===== src/common/exrn_pkg.sv =====
// Shared constants and types for the exception and nonmaskable-interrupt acceptance unit.
package exrn_pkg;
  localparam int EXRN_VEC_W = 8;
  localparam int EXRN_IP_W = 32;
  localparam int EXRN_ERR_W = 32;
  localparam logic [7:0] EXRN_VEC_NMI = 8'h02;
  localparam logic [7:0] EXRN_VEC_BP = 8'h03;
  localparam logic [7:0] EXRN_VEC_OVF = 8'h04;
  localparam logic [7:0] EXRN_VEC_DF = 8'h08;
  localparam logic [7:0] EXRN_VEC_MC = 8'h12;
  localparam logic [2:0] EXRN_MODE_NMI = 3'h4;
  localparam logic [31:0] EXRN_ERR_ZERO = 32'h0000_0000;
  localparam logic [31:0] EXRN_IP_RST = 32'h0000_0000;
  localparam logic [7:0] EXRN_VEC_RST = 8'h00;

  typedef enum logic [1:0] {
    EXRN_CLS_FAULT,
    EXRN_CLS_TRAP,
    EXRN_CLS_ABORT,
    EXRN_CLS_MASKABLE_INTERRUPT_PIN
  } exrn_class_e;

  typedef enum logic [1:0] {
    EXRN_SRC_NONE,
    EXRN_SRC_EXC,
    EXRN_SRC_MASKABLE_INTERRUPT_PIN
  } exrn_src_e;
endpackage


===== src/verilog/exrn_class_table.sv =====
// Fixed per-vector class table with error-code push flags.
`timescale 1ns/100ps
module exrn_class_table
  import exrn_pkg::*;
(
  // Lookup
  input wire logic [exrn_pkg::EXRN_VEC_W-1:0] vec,
  output exrn_pkg::exrn_class_e cls,
  output logic has_err
);
  always_comb
  begin
    cls = EXRN_CLS_MASKABLE_INTERRUPT_PIN;
    has_err = 1'b0;
    case (vec)
      8'h00, 8'h05, 8'h06, 8'h07, 8'h09, 8'h10, 8'h13: cls = EXRN_CLS_FAULT;
      8'h0a, 8'h0b, 8'h0c, 8'h0d, 8'h0e, 8'h11:
      begin
        cls = EXRN_CLS_FAULT;
        has_err = 1'b1;
      end
      8'h01, 8'h03, 8'h04: cls = EXRN_CLS_TRAP;
      8'h08:
      begin
        cls = EXRN_CLS_ABORT;
        has_err = 1'b1;
      end
      // Machine check carries an error code in this design.
      8'h12:
      begin
        cls = EXRN_CLS_ABORT;
        has_err = 1'b1;
      end
      default: cls = EXRN_CLS_MASKABLE_INTERRUPT_PIN;
    endcase
  end
endmodule


===== src/verilog/exrn_unit.sv =====
// Exception classification and interrupt acceptance at retired instruction boundaries.
`timescale 1ns/100ps
module exrn_unit
  import exrn_pkg::*;
(
  // Clock and reset
  input wire logic clk_sys,
  input wire logic sys_rst,
  // Retirement stream
  input wire logic retire_valid,
  input wire logic [exrn_pkg::EXRN_IP_W-1:0] retire_ip,
  input wire logic [exrn_pkg::EXRN_IP_W-1:0] retire_next_ip,
  input wire logic retire_rep_iter,
  input wire logic retire_interrupt_return_instruction,
  input wire logic retire_int3,
  input wire logic retire_into,
  input wire logic retire_intn,
  input wire logic [exrn_pkg::EXRN_VEC_W-1:0] retire_intn_vec,
  input wire logic retire_exc,
  input wire logic [exrn_pkg::EXRN_VEC_W-1:0] retire_exc_vec,
  input wire logic [exrn_pkg::EXRN_ERR_W-1:0] retire_exc_err,
  input wire logic retire_partial_state,
  input wire logic overflow_flag,
  input wire logic processor_flags_if,
  // Machine check
  input wire logic mchk_err,
  input wire logic [exrn_pkg::EXRN_ERR_W-1:0] mchk_code,
  // External interrupt sources
  input wire logic nmi_pin,
  input wire logic bus_msg_valid,
  input wire logic [2:0] bus_msg_mode,
  input wire logic maskable_interrupt_pin,
  input wire logic [exrn_pkg::EXRN_VEC_W-1:0] maskable_vec,
  // Dispatch to the sequencer
  output logic disp_valid,
  output logic [exrn_pkg::EXRN_VEC_W-1:0] disp_vec,
  output exrn_pkg::exrn_class_e disp_class,
  output logic [exrn_pkg::EXRN_IP_W-1:0] disp_ret_ip,
  output logic disp_push_err,
  output logic [exrn_pkg::EXRN_ERR_W-1:0] disp_err,
  output logic disp_rollback,
  output logic disp_restartable,
  output logic disp_src_maskable_interrupt_pin,
  output logic maskable_ack,
  output logic nmi_block
);
  import exrn_pkg::*;

  logic disp_valid_r, disp_valid_nxt;
  logic [EXRN_VEC_W-1:0] disp_vec_r, disp_vec_nxt;
  exrn_class_e disp_class_r, disp_class_nxt;
  logic [EXRN_IP_W-1:0] disp_ret_ip_r, disp_ret_ip_nxt;
  logic disp_push_err_r, disp_push_err_nxt;
  logic [EXRN_ERR_W-1:0] disp_err_r, disp_err_nxt;
  logic disp_rollback_r, disp_rollback_nxt;
  logic disp_restart_r, disp_restart_nxt;
  logic disp_src_maskable_interrupt_pin_r, disp_src_maskable_interrupt_pin_nxt;
  logic ack_r, ack_nxt;
  logic nmi_pend_r, nmi_pend_nxt;
  logic nmi_block_r, nmi_block_nxt;
  logic nmi_pin_d_r;
  logic mchk_pend_r, mchk_pend_nxt;
  logic [EXRN_ERR_W-1:0] mchk_code_r, mchk_code_nxt;

  exrn_class_e tbl_cls;
  logic tbl_err;
  logic [EXRN_VEC_W-1:0] exc_vec;
  logic exc_hit;
  logic nmi_event;

  // Exceptions from decode arrive tagged on the retiring instruction, so they can
  // never overtake older instructions in program order.
  always_comb
  begin
    exc_hit = 1'b0;
    exc_vec = EXRN_VEC_RST;
    if (retire_valid)
    begin
      if (retire_exc)
      begin
        exc_hit = 1'b1;
        exc_vec = retire_exc_vec;
      end
      else if (retire_int3)
      begin
        exc_hit = 1'b1;
        exc_vec = EXRN_VEC_BP;
      end
      else if (retire_into && overflow_flag)
      begin
        exc_hit = 1'b1;
        exc_vec = EXRN_VEC_OVF;
      end
    end
  end

  exrn_class_table u_table (
    .vec(exc_vec),
    .cls(tbl_cls),
    .has_err(tbl_err)
  );

  // Pin edge or NMI-mode bus message.
  assign nmi_event = (nmi_pin && !nmi_pin_d_r) ||
                     (bus_msg_valid && bus_msg_mode == EXRN_MODE_NMI);

  always_comb
  begin
    disp_valid_nxt = 1'b0;
    disp_vec_nxt = disp_vec_r;
    disp_class_nxt = disp_class_r;
    disp_ret_ip_nxt = disp_ret_ip_r;
    disp_push_err_nxt = 1'b0;
    disp_err_nxt = disp_err_r;
    disp_rollback_nxt = 1'b0;
    disp_restart_nxt = disp_restart_r;
    disp_src_maskable_interrupt_pin_nxt = 1'b0;
    ack_nxt = 1'b0;
    nmi_pend_nxt = nmi_pend_r || nmi_event;
    mchk_pend_nxt = mchk_pend_r || mchk_err;
    mchk_code_nxt = mchk_err ? mchk_code : mchk_code_r;
    nmi_block_nxt = nmi_block_r;
    // The return ends the handler; a new NMI in the same cycle still waits one boundary.
    if (retire_valid && retire_interrupt_return_instruction)
      nmi_block_nxt = 1'b0;
    if (mchk_pend_r)
    begin
      // Abort: imprecise, not restartable, code supplied.
      disp_valid_nxt = 1'b1;
      disp_vec_nxt = EXRN_VEC_MC;
      disp_class_nxt = EXRN_CLS_ABORT;
      disp_ret_ip_nxt = retire_ip;
      disp_push_err_nxt = 1'b1;
      disp_err_nxt = mchk_code_r;
      disp_restart_nxt = 1'b0;
      mchk_pend_nxt = mchk_err;
    end
    else if (exc_hit)
    begin
      disp_valid_nxt = 1'b1;
      disp_vec_nxt = exc_vec;
      disp_class_nxt = tbl_cls;
      disp_push_err_nxt = tbl_err;
      disp_err_nxt = retire_exc ? retire_exc_err : EXRN_ERR_ZERO;
      disp_restart_nxt = tbl_cls != EXRN_CLS_ABORT;
      if (tbl_cls == EXRN_CLS_FAULT)
      begin
        disp_ret_ip_nxt = retire_ip;
        disp_rollback_nxt = 1'b1;
        // Partially committed state is reported, not hidden.
        disp_restart_nxt = !retire_partial_state;
      end
      else
        disp_ret_ip_nxt = retire_next_ip;
    end
    else if (retire_valid && retire_intn)
    begin
      disp_valid_nxt = 1'b1;
      disp_vec_nxt = retire_intn_vec;
      disp_class_nxt = EXRN_CLS_MASKABLE_INTERRUPT_PIN;
      disp_ret_ip_nxt = retire_next_ip;
      disp_push_err_nxt = 1'b0;
      disp_restart_nxt = 1'b1;
      disp_src_maskable_interrupt_pin_nxt = 1'b1;
    end
    else if (retire_valid && !nmi_block_r && (nmi_pend_r || nmi_event))
    begin
      // Taken ignoring the enable flag, at the first retired boundary once blocking is clear.
      disp_valid_nxt = 1'b1;
      disp_vec_nxt = EXRN_VEC_NMI;
      disp_class_nxt = EXRN_CLS_MASKABLE_INTERRUPT_PIN;
      disp_ret_ip_nxt = retire_next_ip;
      disp_restart_nxt = 1'b1;
      disp_src_maskable_interrupt_pin_nxt = 1'b1;
      nmi_pend_nxt = 1'b0;
      nmi_block_nxt = 1'b1;
    end
    else if (retire_valid && !nmi_block_r && processor_flags_if && maskable_interrupt_pin)
    begin
      // A maskable vector two runs the handler but leaves blocking alone.
      disp_valid_nxt = 1'b1;
      disp_vec_nxt = maskable_vec;
      disp_class_nxt = EXRN_CLS_MASKABLE_INTERRUPT_PIN;
      disp_ret_ip_nxt = retire_next_ip;
      disp_restart_nxt = 1'b1;
      disp_src_maskable_interrupt_pin_nxt = 1'b1;
      ack_nxt = 1'b1;
    end
  end

  always_ff @(posedge clk_sys)
  begin
    if (sys_rst)
    begin
      disp_valid_r <= 1'b0;
      disp_vec_r <= EXRN_VEC_RST;
      disp_class_r <= EXRN_CLS_MASKABLE_INTERRUPT_PIN;
      disp_ret_ip_r <= EXRN_IP_RST;
      disp_push_err_r <= 1'b0;
      disp_err_r <= EXRN_ERR_ZERO;
      disp_rollback_r <= 1'b0;
      disp_restart_r <= 1'b0;
      disp_src_maskable_interrupt_pin_r <= 1'b0;
      ack_r <= 1'b0;
      nmi_pend_r <= 1'b0;
      nmi_block_r <= 1'b0;
      nmi_pin_d_r <= 1'b0;
      mchk_pend_r <= 1'b0;
      mchk_code_r <= EXRN_ERR_ZERO;
    end
    else
    begin
      disp_valid_r <= disp_valid_nxt;
      disp_vec_r <= disp_vec_nxt;
      disp_class_r <= disp_class_nxt;
      disp_ret_ip_r <= disp_ret_ip_nxt;
      disp_push_err_r <= disp_push_err_nxt;
      disp_err_r <= disp_err_nxt;
      disp_rollback_r <= disp_rollback_nxt;
      disp_restart_r <= disp_restart_nxt;
      disp_src_maskable_interrupt_pin_r <= disp_src_maskable_interrupt_pin_nxt;
      ack_r <= ack_nxt;
      nmi_pend_r <= nmi_pend_nxt;
      nmi_block_r <= nmi_block_nxt;
      nmi_pin_d_r <= nmi_pin;
      mchk_pend_r <= mchk_pend_nxt;
      mchk_code_r <= mchk_code_nxt;
    end
  end

  assign disp_valid = disp_valid_r;
  assign disp_vec = disp_vec_r;
  assign disp_class = disp_class_r;
  assign disp_ret_ip = disp_ret_ip_r;
  assign disp_push_err = disp_push_err_r;
  assign disp_err = disp_err_r;
  assign disp_rollback = disp_rollback_r;
  assign disp_restartable = disp_restart_r;
  assign disp_src_maskable_interrupt_pin = disp_src_maskable_interrupt_pin_r;
  assign maskable_ack = ack_r;
  assign nmi_block = nmi_block_r;

  chk_intn_no_err:
  assert property (@(posedge clk_sys) disable iff (sys_rst)
    (retire_valid && retire_intn && !retire_exc && !retire_int3 && !retire_into && !mchk_pend_r)
    |=> disp_valid && !disp_push_err && disp_class == EXRN_CLS_MASKABLE_INTERRUPT_PIN)
  else $error("software interrupt pushed an error code");

  chk_bp_vector:
  assert property (@(posedge clk_sys) disable iff (sys_rst)
    (retire_valid && retire_int3 && !retire_exc && !mchk_pend_r)
    |=> disp_valid && disp_vec == EXRN_VEC_BP && disp_ret_ip == $past(retire_next_ip))
  else $error("breakpoint not raised");

  chk_mc_vector:
  assert property (@(posedge clk_sys) disable iff (sys_rst)
    (mchk_err && !mchk_pend_r) |=> ##1 disp_valid && disp_vec == EXRN_VEC_MC && disp_push_err)
  else $error("machine check not raised");

  chk_fault_ip:
  assert property (@(posedge clk_sys) disable iff (sys_rst)
    (disp_valid && disp_class == EXRN_CLS_FAULT) |-> disp_rollback && disp_ret_ip == $past(retire_ip))
  else $error("fault return pointer wrong");

  chk_nmi_block:
  assert property (@(posedge clk_sys) disable iff (sys_rst)
    (retire_valid && !nmi_block_r && (nmi_pend_r || nmi_event) && !mchk_pend_r && !exc_hit &&
     !retire_intn) |=> disp_valid && disp_vec == EXRN_VEC_NMI && nmi_block)
  else $error("nmi blocking not armed");

  chk_block_maskable_interrupt_pin:
  assert property (@(posedge clk_sys) disable iff (sys_rst)
    $past(nmi_block) && disp_valid && disp_src_maskable_interrupt_pin |-> !maskable_ack && $past(retire_intn))
  else $error("interrupt accepted while blocked");

  chk_mask_gate:
  assert property (@(posedge clk_sys) disable iff (sys_rst)
    (disp_valid && maskable_ack) |->
      $past(processor_flags_if) && !$past(nmi_block) && $past(maskable_interrupt_pin))
  else $error("maskable interrupt taken while refused");

  chk_mask_no_block:
  assert property (@(posedge clk_sys) disable iff (sys_rst)
    (disp_valid && maskable_ack) |-> !nmi_block && disp_vec == $past(maskable_vec))
  else $error("maskable interrupt armed nmi blocking");

  chk_interrupt_return_instruction_clear:
  assert property (@(posedge clk_sys) disable iff (sys_rst)
    (retire_valid && retire_interrupt_return_instruction && nmi_block) |=> !nmi_block)
  else $error("blocking not released by return");

  chk_maskable_interrupt_pin_boundary:
  assert property (@(posedge clk_sys) disable iff (sys_rst)
    (disp_valid && disp_src_maskable_interrupt_pin) |-> $past(retire_valid))
  else $error("interrupt taken off boundary");

  chk_trap_next_ip:
  assert property (@(posedge clk_sys) disable iff (sys_rst)
    (disp_valid && disp_class == EXRN_CLS_TRAP) |->
      !disp_rollback && disp_ret_ip == $past(retire_next_ip))
  else $error("trap return pointer wrong");

  chk_abort_final:
  assert property (@(posedge clk_sys) disable iff (sys_rst)
    (disp_valid && disp_class == EXRN_CLS_ABORT) |-> !disp_restartable && !disp_rollback)
  else $error("abort offered a restart");

  chk_fault_restart:
  assert property (@(posedge clk_sys) disable iff (sys_rst)
    (disp_valid && disp_class == EXRN_CLS_FAULT) |->
      disp_restartable == !$past(retire_partial_state))
  else $error("fault restart flag wrong");

  chk_rep_iter_ip:
  assert property (@(posedge clk_sys) disable iff (sys_rst)
    (retire_valid && retire_rep_iter) ##1 (disp_valid && disp_src_maskable_interrupt_pin) |->
      disp_ret_ip == $past(retire_next_ip))
  else $error("repeat iteration return pointer wrong");

  chk_ovf_trap:
  assert property (@(posedge clk_sys) disable iff (sys_rst)
    (retire_valid && retire_into && overflow_flag && !retire_exc && !retire_int3 && !mchk_pend_r)
    |=> disp_vec == EXRN_VEC_OVF && disp_class == EXRN_CLS_TRAP)
  else $error("overflow trap missing");
endmodule

===== config.mk =====
export PLATFORM = sky130hd
export DESIGN_NAME = exrn_unit
export DESIGN_NICKNAME = d
export VERILOG_FILES = /design/src/common/exrn_pkg.sv /design/src/verilog/exrn_class_table.sv /design/src/verilog/exrn_unit.sv
export SDC_FILE = /design/constraint.sdc
export NUM_CORES = 1
export LEC_CHECK = 0
export BUFFER_PORTS_ARGS = -buffer_cell sky130_fd_sc_hd__buf_2
export CAP_MARGIN = 25
export CORE_ASPECT_RATIO = 0.5
export CORE_UTILIZATION = 40
export DETAILED_ROUTE_END_ITERATION = 8
export HOLD_SLACK_MARGIN = 0.15
export PLACE_DENSITY = 0.73
export SYNTH_ARGS = -nofsm -noshare
export SYNTH_HDL_FRONTEND = slang
export SYNTH_SLANG_ARGS = --single-unit

===== constraint.sdc =====
create_clock -name clk_sys -period 3.9 [get_ports clk_sys]
set_clock_uncertainty 0.15 [all_clocks]
set_input_delay 0.39 -clock clk_sys [delete_from_list [all_inputs] [get_ports clk_sys]]
set_output_delay 0.39 -clock clk_sys [all_outputs]
set_load 0.01 [all_outputs]

Yosys cells after proc, flatten, opt, wreduce, memory -nomap -nowiden
Index checks and enable logic that the tools add are counted.
{"block": "classes", "eq_ne": 19, "mux": 52, "bitwise": 1, "n_reduce_logical": 28}
{"operator": "two-way mux 32 bit", "n": 9}
{"operator": "equality test 8 x 4 -> 1 bit (second input constant)", "n": 7}
{"operator": "two-way mux 8 bit", "n": 6}
{"operator": "equality test 8 x 3 -> 1 bit (second input constant)", "n": 4}
{"operator": "equality test 8 x 5 -> 1 bit (second input constant)", "n": 4}
{"operator": "two-way mux 1 bit", "n": 29}
{"operator": "OR reduction 13 bit", "n": 1}
{"operator": "logical AND 1 bit", "n": 9}
{"operator": "OR reduction 3 bit", "n": 3}
{"operator": "equality test 8 x 1 -> 1 bit (second input constant)", "n": 1}
{"operator": "equality test 8 x 2 -> 1 bit (second input constant)", "n": 1}
{"operator": "zero test 8 bit", "n": 1}
{"operator": "two-way mux 2 bit", "n": 4}
{"operator": "OR reduction 8 bit", "n": 1}
{"operator": "two-way mux 3 bit", "n": 2}
{"operator": "case mux 2 bit (3 select lines)", "n": 1}
{"operator": "two-way mux 5 bit", "n": 1}
{"operator": "nonzero test 5 bit", "n": 1}
{"operator": "OR reduction 5 bit", "n": 1}
{"operator": "nonzero test 4 bit", "n": 1}
{"operator": "OR reduction 2 bit", "n": 2}
{"operator": "equality test 3 bit (second input constant)", "n": 1}
{"operator": "zero test 1 bit", "n": 3}
{"operator": "logical OR 1 bit", "n": 3}
{"operator": "4 further kinds", "n": 4}
{"block": "totals", "register_bits": 116, "input_bits": 171, "out_inout_bits": 81, "elab_cells": 117}

Depth between registers and ports, before layout
Gate-level depths: netlist (run 1).
{"block": "depth", "ltp_word": 12, "mapped_depth": 7, "ltp_nobuf": 5}

Hierarchy
A second synthesis (run 1) with hierarchy kept.
{"block": "hier_totals", "hier_cells": 576, "hier_area_um2": 5381.4}
{"module": "exrn_unit", "instances": 1, "cells_each": 554, "area_per_inst_um2": 5236.3, "seq_area_each_um2": 2322.2}
{"module": "exrn_class_table", "instances": 1, "cells_each": 22, "area_per_inst_um2": 145.1, "seq_area_each_um2": 0.0}

Worst setup path before layout (run 1)
No wires, ideal clock.
{"block": "synth_timing", "kind": "input port to flip-flop", "startpoint": "input bus_msg_mode[0]", "endpoint": "register disp_ret_ip_r[10] (netlist: disp_ret_ip[10])", "setup_ns": 0.126, "arrival_ns": 1.779, "required_ns": 3.624, "slack_ns": 1.845, "cell_stages": 6, "n_path_buf": 1, "path_cell_list": "and4bb_2 -> a2111oi_2 -> o21ai_1 -> o211ai_2 -> buf_2 -> o221ai_2"}
{"block": "synth_between", "elab_chain_len": 9, "elab_cells_between_ends": 10, "cone_classes": "eq/ne (1); mux (4); reduce/logical (5)"}
{"item": "start, declared", "line": "exrn_unit.sv:31", "source": "input wire logic [2:0] bus_msg_mode,"}
{"item": "equality test 3 bit (*)", "line": "exrn_unit.sv:105", "source": "(bus_msg_valid && bus_msg_mode == EXRN_MODE_NMI);"}
{"item": "logical AND 1 bit (*)", "line": "exrn_unit.sv:105"}
{"item": "logical OR 1 bit (*)", "line": "exrn_unit.sv:104", "source": "assign nmi_event = (nmi_pin && !nmi_pin_d_r) ||"}
{"item": "logical OR 1 bit (*)", "line": "exrn_unit.sv:166", "source": "else if (retire_valid && !nmi_block_r && (nmi_pend_r || nmi_event))"}
{"item": "logical AND 1 bit (*)", "line": "exrn_unit.sv:166"}
{"item": "two-way mux 32 bit", "line": "exrn_unit.sv:166"}
{"item": "two-way mux 32 bit", "line": "exrn_unit.sv:156", "source": "else if (retire_valid && retire_intn)"}
{"item": "two-way mux 32 bit", "line": "exrn_unit.sv:138", "source": "else if (exc_hit)"}
{"item": "two-way mux 32 bit", "line": "exrn_unit.sv:126", "source": "if (mchk_pend_r)"}
{"item": "end signal, assigned", "line": "exrn_unit.sv:216", "source": "disp_ret_ip_r <= disp_ret_ip_nxt;"}
{"item": "end, declared", "line": "exrn_unit.sv:52", "source": "logic [EXRN_IP_W-1:0] disp_ret_ip_r, disp_ret_ip_nxt;"}
Mark *: on every way between the ends. The rest lies on a longest branch, timed or not.
A chain may end at the register's enable or synchronous reset.

Worst setup path in the final report (run 1)
{"block": "layout_timing", "startpoint": "input nmi_pin", "endpoint": "register disp_ret_ip_r[14] (netlist: disp_ret_ip[14])"}
{"block": "layout_between", "elab_chain_len": 8, "elab_cells_between_ends": 9, "cone_classes": "mux (4); reduce/logical (5)"}
{"item": "start, declared", "line": "exrn_unit.sv:29", "source": "input wire logic nmi_pin,"}
{"item": "logical AND 1 bit (*)", "line": "exrn_unit.sv:104"}
{"item": "logical OR 1 bit (*)", "line": "exrn_unit.sv:104"}
{"item": "logical OR 1 bit (*)", "line": "exrn_unit.sv:166"}
{"item": "logical AND 1 bit (*)", "line": "exrn_unit.sv:166"}
{"item": "two-way mux 32 bit", "line": "exrn_unit.sv:166"}
{"item": "two-way mux 32 bit", "line": "exrn_unit.sv:156"}
{"item": "two-way mux 32 bit", "line": "exrn_unit.sv:138"}
{"item": "two-way mux 32 bit", "line": "exrn_unit.sv:126"}
Marks and branches as above.

==> reports/metrics.cfg, run 1 <==
[status]
outcome = completed

[grt]
wire_length_of_the_first_global_routing_pass_um = 27300
grt_max_degree = 34
track_usage = 0.265
grt_antenna_before_repair = 0
grt_pass1_vias = 5653
global_route.overflow_total = 0

[yosys]
fraction_of_registers_with_async_set_or_reset_after_synthesis = 0
top_cells_by_area_synth = dfxtp_1, o221ai_2, mux2i_1
synth_nets = 732
synth_ff_type = dfxtp_1
synth_area_um2 = 5140
synth.yosys.warnings = 0
yosysSeqAreaShare = 0.452
yosysMostFrequentCell = dfxtp_1
post_synth_most_frequent_cells = dfxtp_1, inv_1, nand2_1
number_of_synthesized_register_bits = 116
synthDominantAreaCellType = dfxtp_1
post_synth_edffs = 0
yosysUniqueCellTypes = 55
syn_avg_cell_area_um2 = 9.16
netlist.area_leader.share = 0.452
netlist_instances = 561

[critical_path]
end_kind = flip-flop
rr_startpoint = nmi_pend_r$_SDFF_PP0_
critPathLaunchType = input pin
path_class = in2reg
critical_path.startpoint = nmi_pin
cp.required_ns = 4.03
worst-endpoint-arrival_ns = 3.45
reg2reg_setup_slack_ns = 0.86
crit_path_max_fanout = 32

[hold_path]
min-delay-start = retire_interrupt_return_instruction
worst_hold_path_type = in2reg

[power_and_ir_drop]
p_switching_mw = 0.951
p_sw_frac = 0.270
power.share.combinational = 0.179
clock_network_fraction_of_design_power = 0.445
internal-power_mw = 2.57
seq_power_share = 0.376
total_design_power_mw = 3.52
ir_drop_mv = 0.252
power_leakage_nw = 4.25
powerDensity_nw_per_um2 = 419

[timing]
final.hold.worst_slack_ns = 0.169
worst_pin_slew_ns = 1.05
setup_viol = 0
hold_viol_final = 0
rsz0062_at_grt = false
tns_ns = 0
max_slew_margin = 0.298
final-max-slew-violation-count = 0
timing.fmax_mhz = 301
layout_min_cycle_time_ns = 3.32
min_period_over_period = 0.851

[placed_design]
dp.final_hpwl_um = 10600
io_buffer_count = 250
gp_routability_congestion = 0.905

[routing]
wl_um = 18100
route.detailed.drc = 0
detail_route.first_pass.iterations = 8
dr_total_vias = 5728
first_iter_violations = 488
routed_via_density = 5.15
wl_per_cell_um = 16.2
ant_nets = 0

[floorplanning]
initial_core_util = 0.422
die_area_um2 = 13300
floorplan.core_area_um2 = 12200
die_w_um = 162
floorplan.io_pins = 252
chipHeight_um = 82.1
placement_rows = 28

[final_layout]
final_layout_size_suffix_gt1_frac = 0.358
n_antenna_cell = 0
fillCellCount = 905
layout.nets = 1106
flow.area_growth_from_synthesis_pct = 63.7

[cts]
cts_tree = built
number_of_buffers_added_by_the_clock_tree_synthesis_step = 17
clk_pin_slew_ns = 0.06
htree_levels = 4
ctsLongestPathBuffers = 2
post-cts-setup-buffers = 0
clk-insertion-delay-late_ns = 0.40
clock_tree.root_cell = clkbuf_16
cts_sinks = 116

[job]
maxCapViolations = 0

[power by group through the flow]
stage	clock network (mW)	registers (mW)	logic [mW]
final	1.57	1.33	0.632
after global routing	1.65	1.33	0.679
after CTS	1.59	1.32	0.616
after detailed placement	0	1.34	0.493
after global placement	0	1.34	0.483
after floorplan	0	1.37	0.245
[critical path, cell delays in order]
cell and delay [ns]:
dlygate4sd3_1 0.54, buf_2 0.12, nor2b_1 0.18, o311ai_2 0.59, a41o_1 0.31, o31a_4 0.50, o221ai_2 0.19, dlygate4sd3_1 0.60
[area by class of cell]
| type | count | area (um^2) | area share |
|---|---|---|---|
| inverters | 88 | 330 | 0.0393 |
| flip-flops and latches | 116 | 2320 | 0.276 |
| well taps | 165 | 206 | 0.0246 |
| clock buffers | 19 | 443 | 0.0527 |
| multi-input cells | 321 | 2320 | 0.277 |
| repair buffers | 391 | 2630 | 0.313 |
| clock inverters | 13 | 149 | 0.0177 |
[layout by cell type (no fill, tap or decap), types with 6 or more instances in the layout]
master and instances:
dlygate4sd3_1 128, nor2b_1 8, a22o_1 6, dfxtp_1 116, mux2i_1 34, o221ai_2 30
a21oi_1 9, a311oi_1 10, nand2_1 64, buf_4 13, clkbuf_16 17, inv_1 87
buf_2 250, a222oi_1 17, nor2_1 54, o21ai_0 14, nand3_1 12
[routing by layer]
| metal | GRT usage | up-vias | wire, um | part of all wire |
|---|---|---|---|---|
| met1 | 0.286 | 2684 | 7120 | 0.39 |
| met4 | 0.129 | 0 | 468 | 0.026 |
| li1 | - | 2723 | - | - |
| met3 | 0.0649 | 46 | 1210 | 0.067 |
| met5 | 0 | - | 0 | 0 |
| met2 | 0.498 | 275 | 9280 | 0.51 |
[final timing paths]
kind / depth (start not counted) / to
setup / recovery: 8 / disp_ret_ip[14]$_SDFFE_PP0P_
hold / removal: 4 / nmi_block$_SDFF_PP0_
setup reg to reg: 6 / disp_ret_ip[14]$_SDFFE_PP0P_
hold reg to reg: 2 / disp_err[21]$_SDFFE_PP0P_
[flip-flops by register name (all words and copies together) (netlist names), 2 cells and up]
signal / flops
disp_err: 32
disp_class: 2
disp_ret_ip: 32
mchk_code_r: 32
disp_vec: 8
[through the flow]
step	setup slack [ns]	instances	cell area, um^2	util
5_1_grt	0.452	1113	8410	0.691
4_1_cts	0.596	1113	8410	0.691
3_3_place_gp	1.11	952	6530	0.537
3_5_place_dp	1.09	953	6530	0.537
2_1_floorplan	1.85	561	5140	-
6_report	0.581	1113	8410	0.691
[repair_timing]
item,in CTS,in global routing
hold buffers,128,0
hold endpoints to repair,98,0
gates resized for setup,0,0
[cells by family (layout without fill, tap and decap cells)]
logic type,after synthesis,in the layout,share of synthesized area
buffers and inverters,124,511,0.0970
AND/OR/NAND/NOR,163,163,0.142
multiplexers,34,34,0.0663
AO/OA/AOI/OAI,124,124,0.242
flip-flops,116,116,0.452
Power figures use the tool's default switching activity.
==> run 2: changes to the inputs <==
MAX_ROUTING_LAYER = met4   (was not set)
==> run 2 against run 1 <==
  * Combinational power about the same
  * Fmax is 0.15% higher
  * Flip-flop and latch count unchanged
  * Non-clock buffer count did not move
  * Utilization is the same
  * First-iteration DRC count up 6.6%
  * Clock power barely moved
  * Critical path depth unchanged
  * Highest routed layer unchanged
==> reports/metrics.cfg, run 2 (synthesis results as in run 1) <==
[placed_design]
io_buffer_count = 250
dp.final_hpwl_um = 10600
gp_routability_congestion = 0.920

[critical_path]
cpMostUsedCell = dlygate4sd3_1
critical_path.cell_chain = dlygate4sd3_1 -> buf_2 -> nor2b_1 -> o311ai_2 -> a41o_1 -> o31a_4 -> o221ai_2 -> dlygate4sd3_1
critPathSlowestCell = dlygate4sd3_1
end_kind = flip-flop
critical_path.startpoint = nmi_pin
critPathLaunchType = input pin
crit_family = compound AO/OA/AOI/OAI gates
cp.buffers_inverters = 3
cp.required_ns = 4.03
reg2reg_setup_slack_ns = 0.86
worstSetupEndpoint = disp_ret_ip[14]$_SDFFE_PP0P_
worst-endpoint-arrival_ns = 3.45
rr_endpoint = disp_ret_ip[14]$_SDFFE_PP0P_
rr_startpoint = nmi_pend_r$_SDFF_PP0_
critical_path_cell_count = 8
crit_path_max_fanout = 32
timing.reg2reg.worst_path_depth = 6
max_stage_delay_ns = 0.60
path_class = in2reg

[grt]
grt_pass1_vias = 5667
grt_antenna_before_repair = 0
track_usage = 0.273
global_route.overflow_total = 0
wire_length_of_the_first_global_routing_pass_um = 27200
grt_max_degree = 34

[status]
outcome = completed

[final_layout]
layout.nets = 1106
final_layout_size_suffix_gt1_frac = 0.358
layout.cells.most_common = buf_2
layout.cells.most_common_list = buf_2, dlygate4sd3_1, dfxtp_1
n_antenna_cell = 0
flow.area_growth_from_synthesis_pct = 63.7

[cts]
cts_sinks = 116
number_of_buffers_added_by_the_clock_tree_synthesis_step = 17
htree_levels = 4
clock_tree.root_cell = clkbuf_16
post-cts-setup-buffers = 0
clk_pin_slew_ns = 0.06
clk-insertion-delay-late_ns = 0.40
post_cts_resized = 0
cts_hold_repair.buffers = 128
ctsLongestPathBuffers = 2
cts_tree = built

[floorplanning]
floorplan.core_area_um2 = 12200
floorplan.io_pins = 252
die_area_um2 = 13300
chipHeight_um = 82.1
initial_core_util = 0.422
die_w_um = 162
placement_rows = 28

[power_and_ir_drop]
p_sw_frac = 0.270
clock_network_fraction_of_design_power = 0.445
p_switching_mw = 0.950
power_leakage_nw = 4.25
ir_drop_mv = 0.252
powerDensity_nw_per_um2 = 419
seq_power_share = 0.376
internal-power_mw = 2.57
power.share.combinational = 0.179

[timing]
final-max-slew-violation-count = 0
final.hold.worst_slack_ns = 0.168
tns_ns = 0
rsz0062_at_grt = false
worst_pin_slew_ns = 1.05
timing.fmax_mhz = 302
min_period_over_period = 0.850
setup_viol = 0
max_slew_margin = 0.298
layout_min_cycle_time_ns = 3.31
hold_viol_final = 0

[routing]
wl_per_cell_um = 16.1
wl_um = 18000
routed_via_density = 5.16
ant_nets = 0
route.detailed.drc = 0
first_iter_violations = 520
dr_total_vias = 5743
detail_route.first_pass.iterations = 5

[job]
maxCapViolations = 0

[hold_path]
worst_hold_path_type = in2reg

[run 2: worst min-delay path: stages]
cell and delay [ns]:
buf_2 0.09, nand2_1 0.05, a21oi_1 0.06, nor2_1 0.08
[run 2: cell type report]
type                            count  area (um^2)
Inverter                           88          330
Tap cell                          165          206
Clock buffer                       19          443
Clock inverter                     13          149
Timing Repair Buffer              391         2630
Sequential cell                   116         2320
Multi-Input combinational cell    321         2320
Fill cell                         905         3750
[run 2: power groups by stage]
stage	sequential, mW	combinational (mW)	clock [mW]
floorplan	1.37	0.245	0
global placement	1.34	0.483	0
detailed placement	1.34	0.493	0
CTS	1.32	0.616	1.59
global route	1.33	0.679	1.65
finish	1.33	0.630	1.57
[run 2: metrics by stage]
stage	utilization	setup slack, ns	area, um^2	power, mW	std cells
after floorplan	-	1.85	5140	1.62	561
after global placement	0.537	1.11	6530	1.83	952
after detailed placement	0.537	1.09	6530	1.84	953
after CTS	0.691	0.596	8410	3.53	1113
after global routing	0.691	0.452	8410	3.67	1113
final	0.691	0.585	8410	3.52	1113
[run 2: how the worst min path moves through the flow]
stage                                        startpoint                      endpoint  cells after the start
detailed placement          disp_ret_ip[2]$_SDFFE_PP0P_   disp_ret_ip[2]$_SDFFE_PP0P_                      2
global placement            disp_ret_ip[1]$_SDFFE_PP0P_   disp_ret_ip[1]$_SDFFE_PP0P_                      2
floorplan                  mchk_code_r[19]$_SDFFE_PP0P_     disp_err[19]$_SDFFE_PP0P_                      2
finish              retire_interrupt_return_instruction          nmi_block$_SDFF_PP0_                      4
CTS                                  retire_next_ip[31]  disp_ret_ip[31]$_SDFFE_PP0P_                      3
global route        retire_interrupt_return_instruction          nmi_block$_SDFF_PP0_                      4
[run 2: layer usage]
| metal | track usage | part of all wire | up-vias | wire length, um |
|---|---|---|---|---|
| li1 | - | - | 2721 | - |
| met4 | 0.129 | 0.026 | 0 | 461 |
| met5 | - | 0 | - | 0 |
| met3 | 0.0599 | 0.066 | 52 | 1190 |
| met1 | 0.288 | 0.39 | 2688 | 7020 |
| met2 | 0.498 | 0.52 | 282 | 9280 |
==> run 3: changes to the inputs <==
clock period = 3.4 ns   (was 3.9 ns; I/O delays follow)
==> run 3 against run 2 <==
  * First-iteration DRC count fell by 5.8%
  * Non-clock buffer count rose by 1
  * Critical endpoint is now disp_ret_ip[25]$_SDFFE_PP0P_
  * Sequential share of layout area fell by 0.15 points
  * Utilization rose by 0.37 points
  * Clock-buffer cell count rose by 1
  * Worst hold slack improved by 0.0053 ns
  * Cell count did not move
  * Sequential power rose by 14%
  * Largest cell class unchanged
  * Total power rose by 16%
  * Critical path depth did not move
  * Cell area rose by 0.54%
==> reports/metrics.cfg, run 3 (synthesis results as in run 1) <==
[routing]
first_iter_violations = 490
routed_via_density = 5.10
wl_um = 17500
wl_met2_um = 8820
topRoutingLayerUsed = met4
route.detailed.drc = 0
wirelength_met1_um = 7100
wl_per_cell_um = 15.7
ant_nets = 0
detail_route.first_pass.iterations = 8
dr_total_vias = 5671
routed-wl-met3_um = 1140

[grt]
grt_antenna_before_repair = 0
grt_pass1_vias = 5612
track_usage = 0.269
grt_max_degree = 34
wire_length_of_the_first_global_routing_pass_um = 27100
global_route.overflow_total = 0

[final_layout]
layout.cells.most_common = buf_2
layout.cells.most_common_list = buf_2, dlygate4sd3_1, dfxtp_1
layout.nets = 1107
n_antenna_cell = 0
final_core_utilization = 0.695
fillCellCount = 890
flow.area_growth_from_synthesis_pct = 64.5
final_layout_size_suffix_gt1_frac = 0.354

[floorplanning]
placement_rows = 28
die_area_um2 = 13300
chipHeight_um = 82.1
floorplan.io_pins = 252
floorplan.core_area_um2 = 12200
initial_core_util = 0.422
die_w_um = 162

[timing]
min_period_over_period = 0.960
final-max-slew-violation-count = 0
rsz0062_at_grt = false
timing.fmax_mhz = 306
max_slew_margin = 0.316
hold_viol_final = 0
final.hold.worst_slack_ns = 0.173
tns_ns = 0
setup_viol = 0
layout_min_cycle_time_ns = 3.26
setup_ws_ns = 0.137
worst_pin_slew_ns = 1.03

[placed_design]
gp_routability_congestion = 0.896
io_buffer_count = 250
setup_slack_at_placement_ns = 0.519
dp.final_hpwl_um = 10600

[cts]
post_cts_resized = 0
number_of_buffers_added_by_the_clock_tree_synthesis_step = 17
clk_pin_slew_ns = 0.06
cts_sinks = 116
clk-insertion-delay-late_ns = 0.40
ctsLongestPathBuffers = 2
clock_tree.root_cell = clkbuf_16
htree_levels = 4
cts_tree = built

[critical_path]
cp.buffers_inverters = 3
max_stage_delay_ns = 0.60
critical_path.startpoint = nmi_pin
worst-endpoint-arrival_ns = 3.40
crit_family = compound AO/OA/AOI/OAI gates
critPathSlowestCell = dlygate4sd3_1
cp.required_ns = 3.54
end_kind = flip-flop
path_class = in2reg
cpMostUsedCell = dlygate4sd3_1
rr_startpoint = nmi_pend_r$_SDFF_PP0_
critical_path.cell_chain = dlygate4sd3_1 -> buf_2 -> nor2b_1 -> o311ai_2 -> a41o_1 -> o31a_4 -> o221ai_2 -> dlygate4sd3_1
critPathLaunchType = input pin
crit_path_max_fanout = 32

[status]
outcome = completed

[power_and_ir_drop]
powerDensity_nw_per_um2 = 484
ir_drop_mv = 0.351
power_leakage_nw = 4.27

[hold_path]
worst_hold_path_type = in2reg
min-delay-start = retire_intn_vec[0]

[job]
maxCapViolations = 0

run 3: worst reg2reg max path, cell delays in order, from the launching register on:
cell           delay, ns
dfxtp_1             0.32
or2_1               0.27
o311ai_2            0.53
a41o_1              0.30
o31a_4              0.52
o221ai_2            0.21
dlygate4sd3_1       0.60
run 3: cell type report:
class                   instances  area, um^2  area share
well taps                     165         206      0.0244
multi-input cells             321        2320       0.275
inverters                      88         330      0.0391
clock buffers                  20         457      0.0540
flip-flops and latches        116        2320       0.275
clock inverters                11         153      0.0181
repair buffers                392        2660       0.314
run 3: layer usage:
metal  vias up  track usage
met1      2651        0.294
met2       251        0.485
met4         0        0.105
li1       2728            -
met5         -            -
met3        41       0.0649
run 3: final timing paths:
check / end / cells after the start / slack [ns]
max: disp_ret_ip[25]$_SDFFE_PP0P_ / 8 / 0.14
min reg2reg: disp_err[26]$_SDFFE_PP0P_ / 2 / 0.31
min: disp_vec[0]$_SDFFE_PP0P_ / 4 / 0.17
max reg2reg: disp_ret_ip[25]$_SDFFE_PP0P_ / 6 / 0.39
run 3: repair_timing:
action | 4_1_cts | 5_1_grt
endpoints found under the hold margin | 99 | 0
buffers inserted | 0 | 0
hold buffers | 131 | 0
run 3: through the flow:
step | instances | power, mW | area, um^2
floorplan | 561 | 1.86 | 5140
global placement | 951 | 2.10 | 6530
detailed placement | 951 | 2.11 | 6530
CTS | 1113 | 4.10 | 8450
global route | 1113 | 4.26 | 8450
finish | 1113 | 4.09 | 8450
run 3: where the power goes:
group          leakage (nW)  internal (mW)  switching, mW  total, mW
sequential            0.957           1.46         0.0553       1.52
clock                 0.289           1.19          0.656       1.85
combinational          3.02          0.381          0.344      0.725
total                  4.27           3.04           1.05       4.09
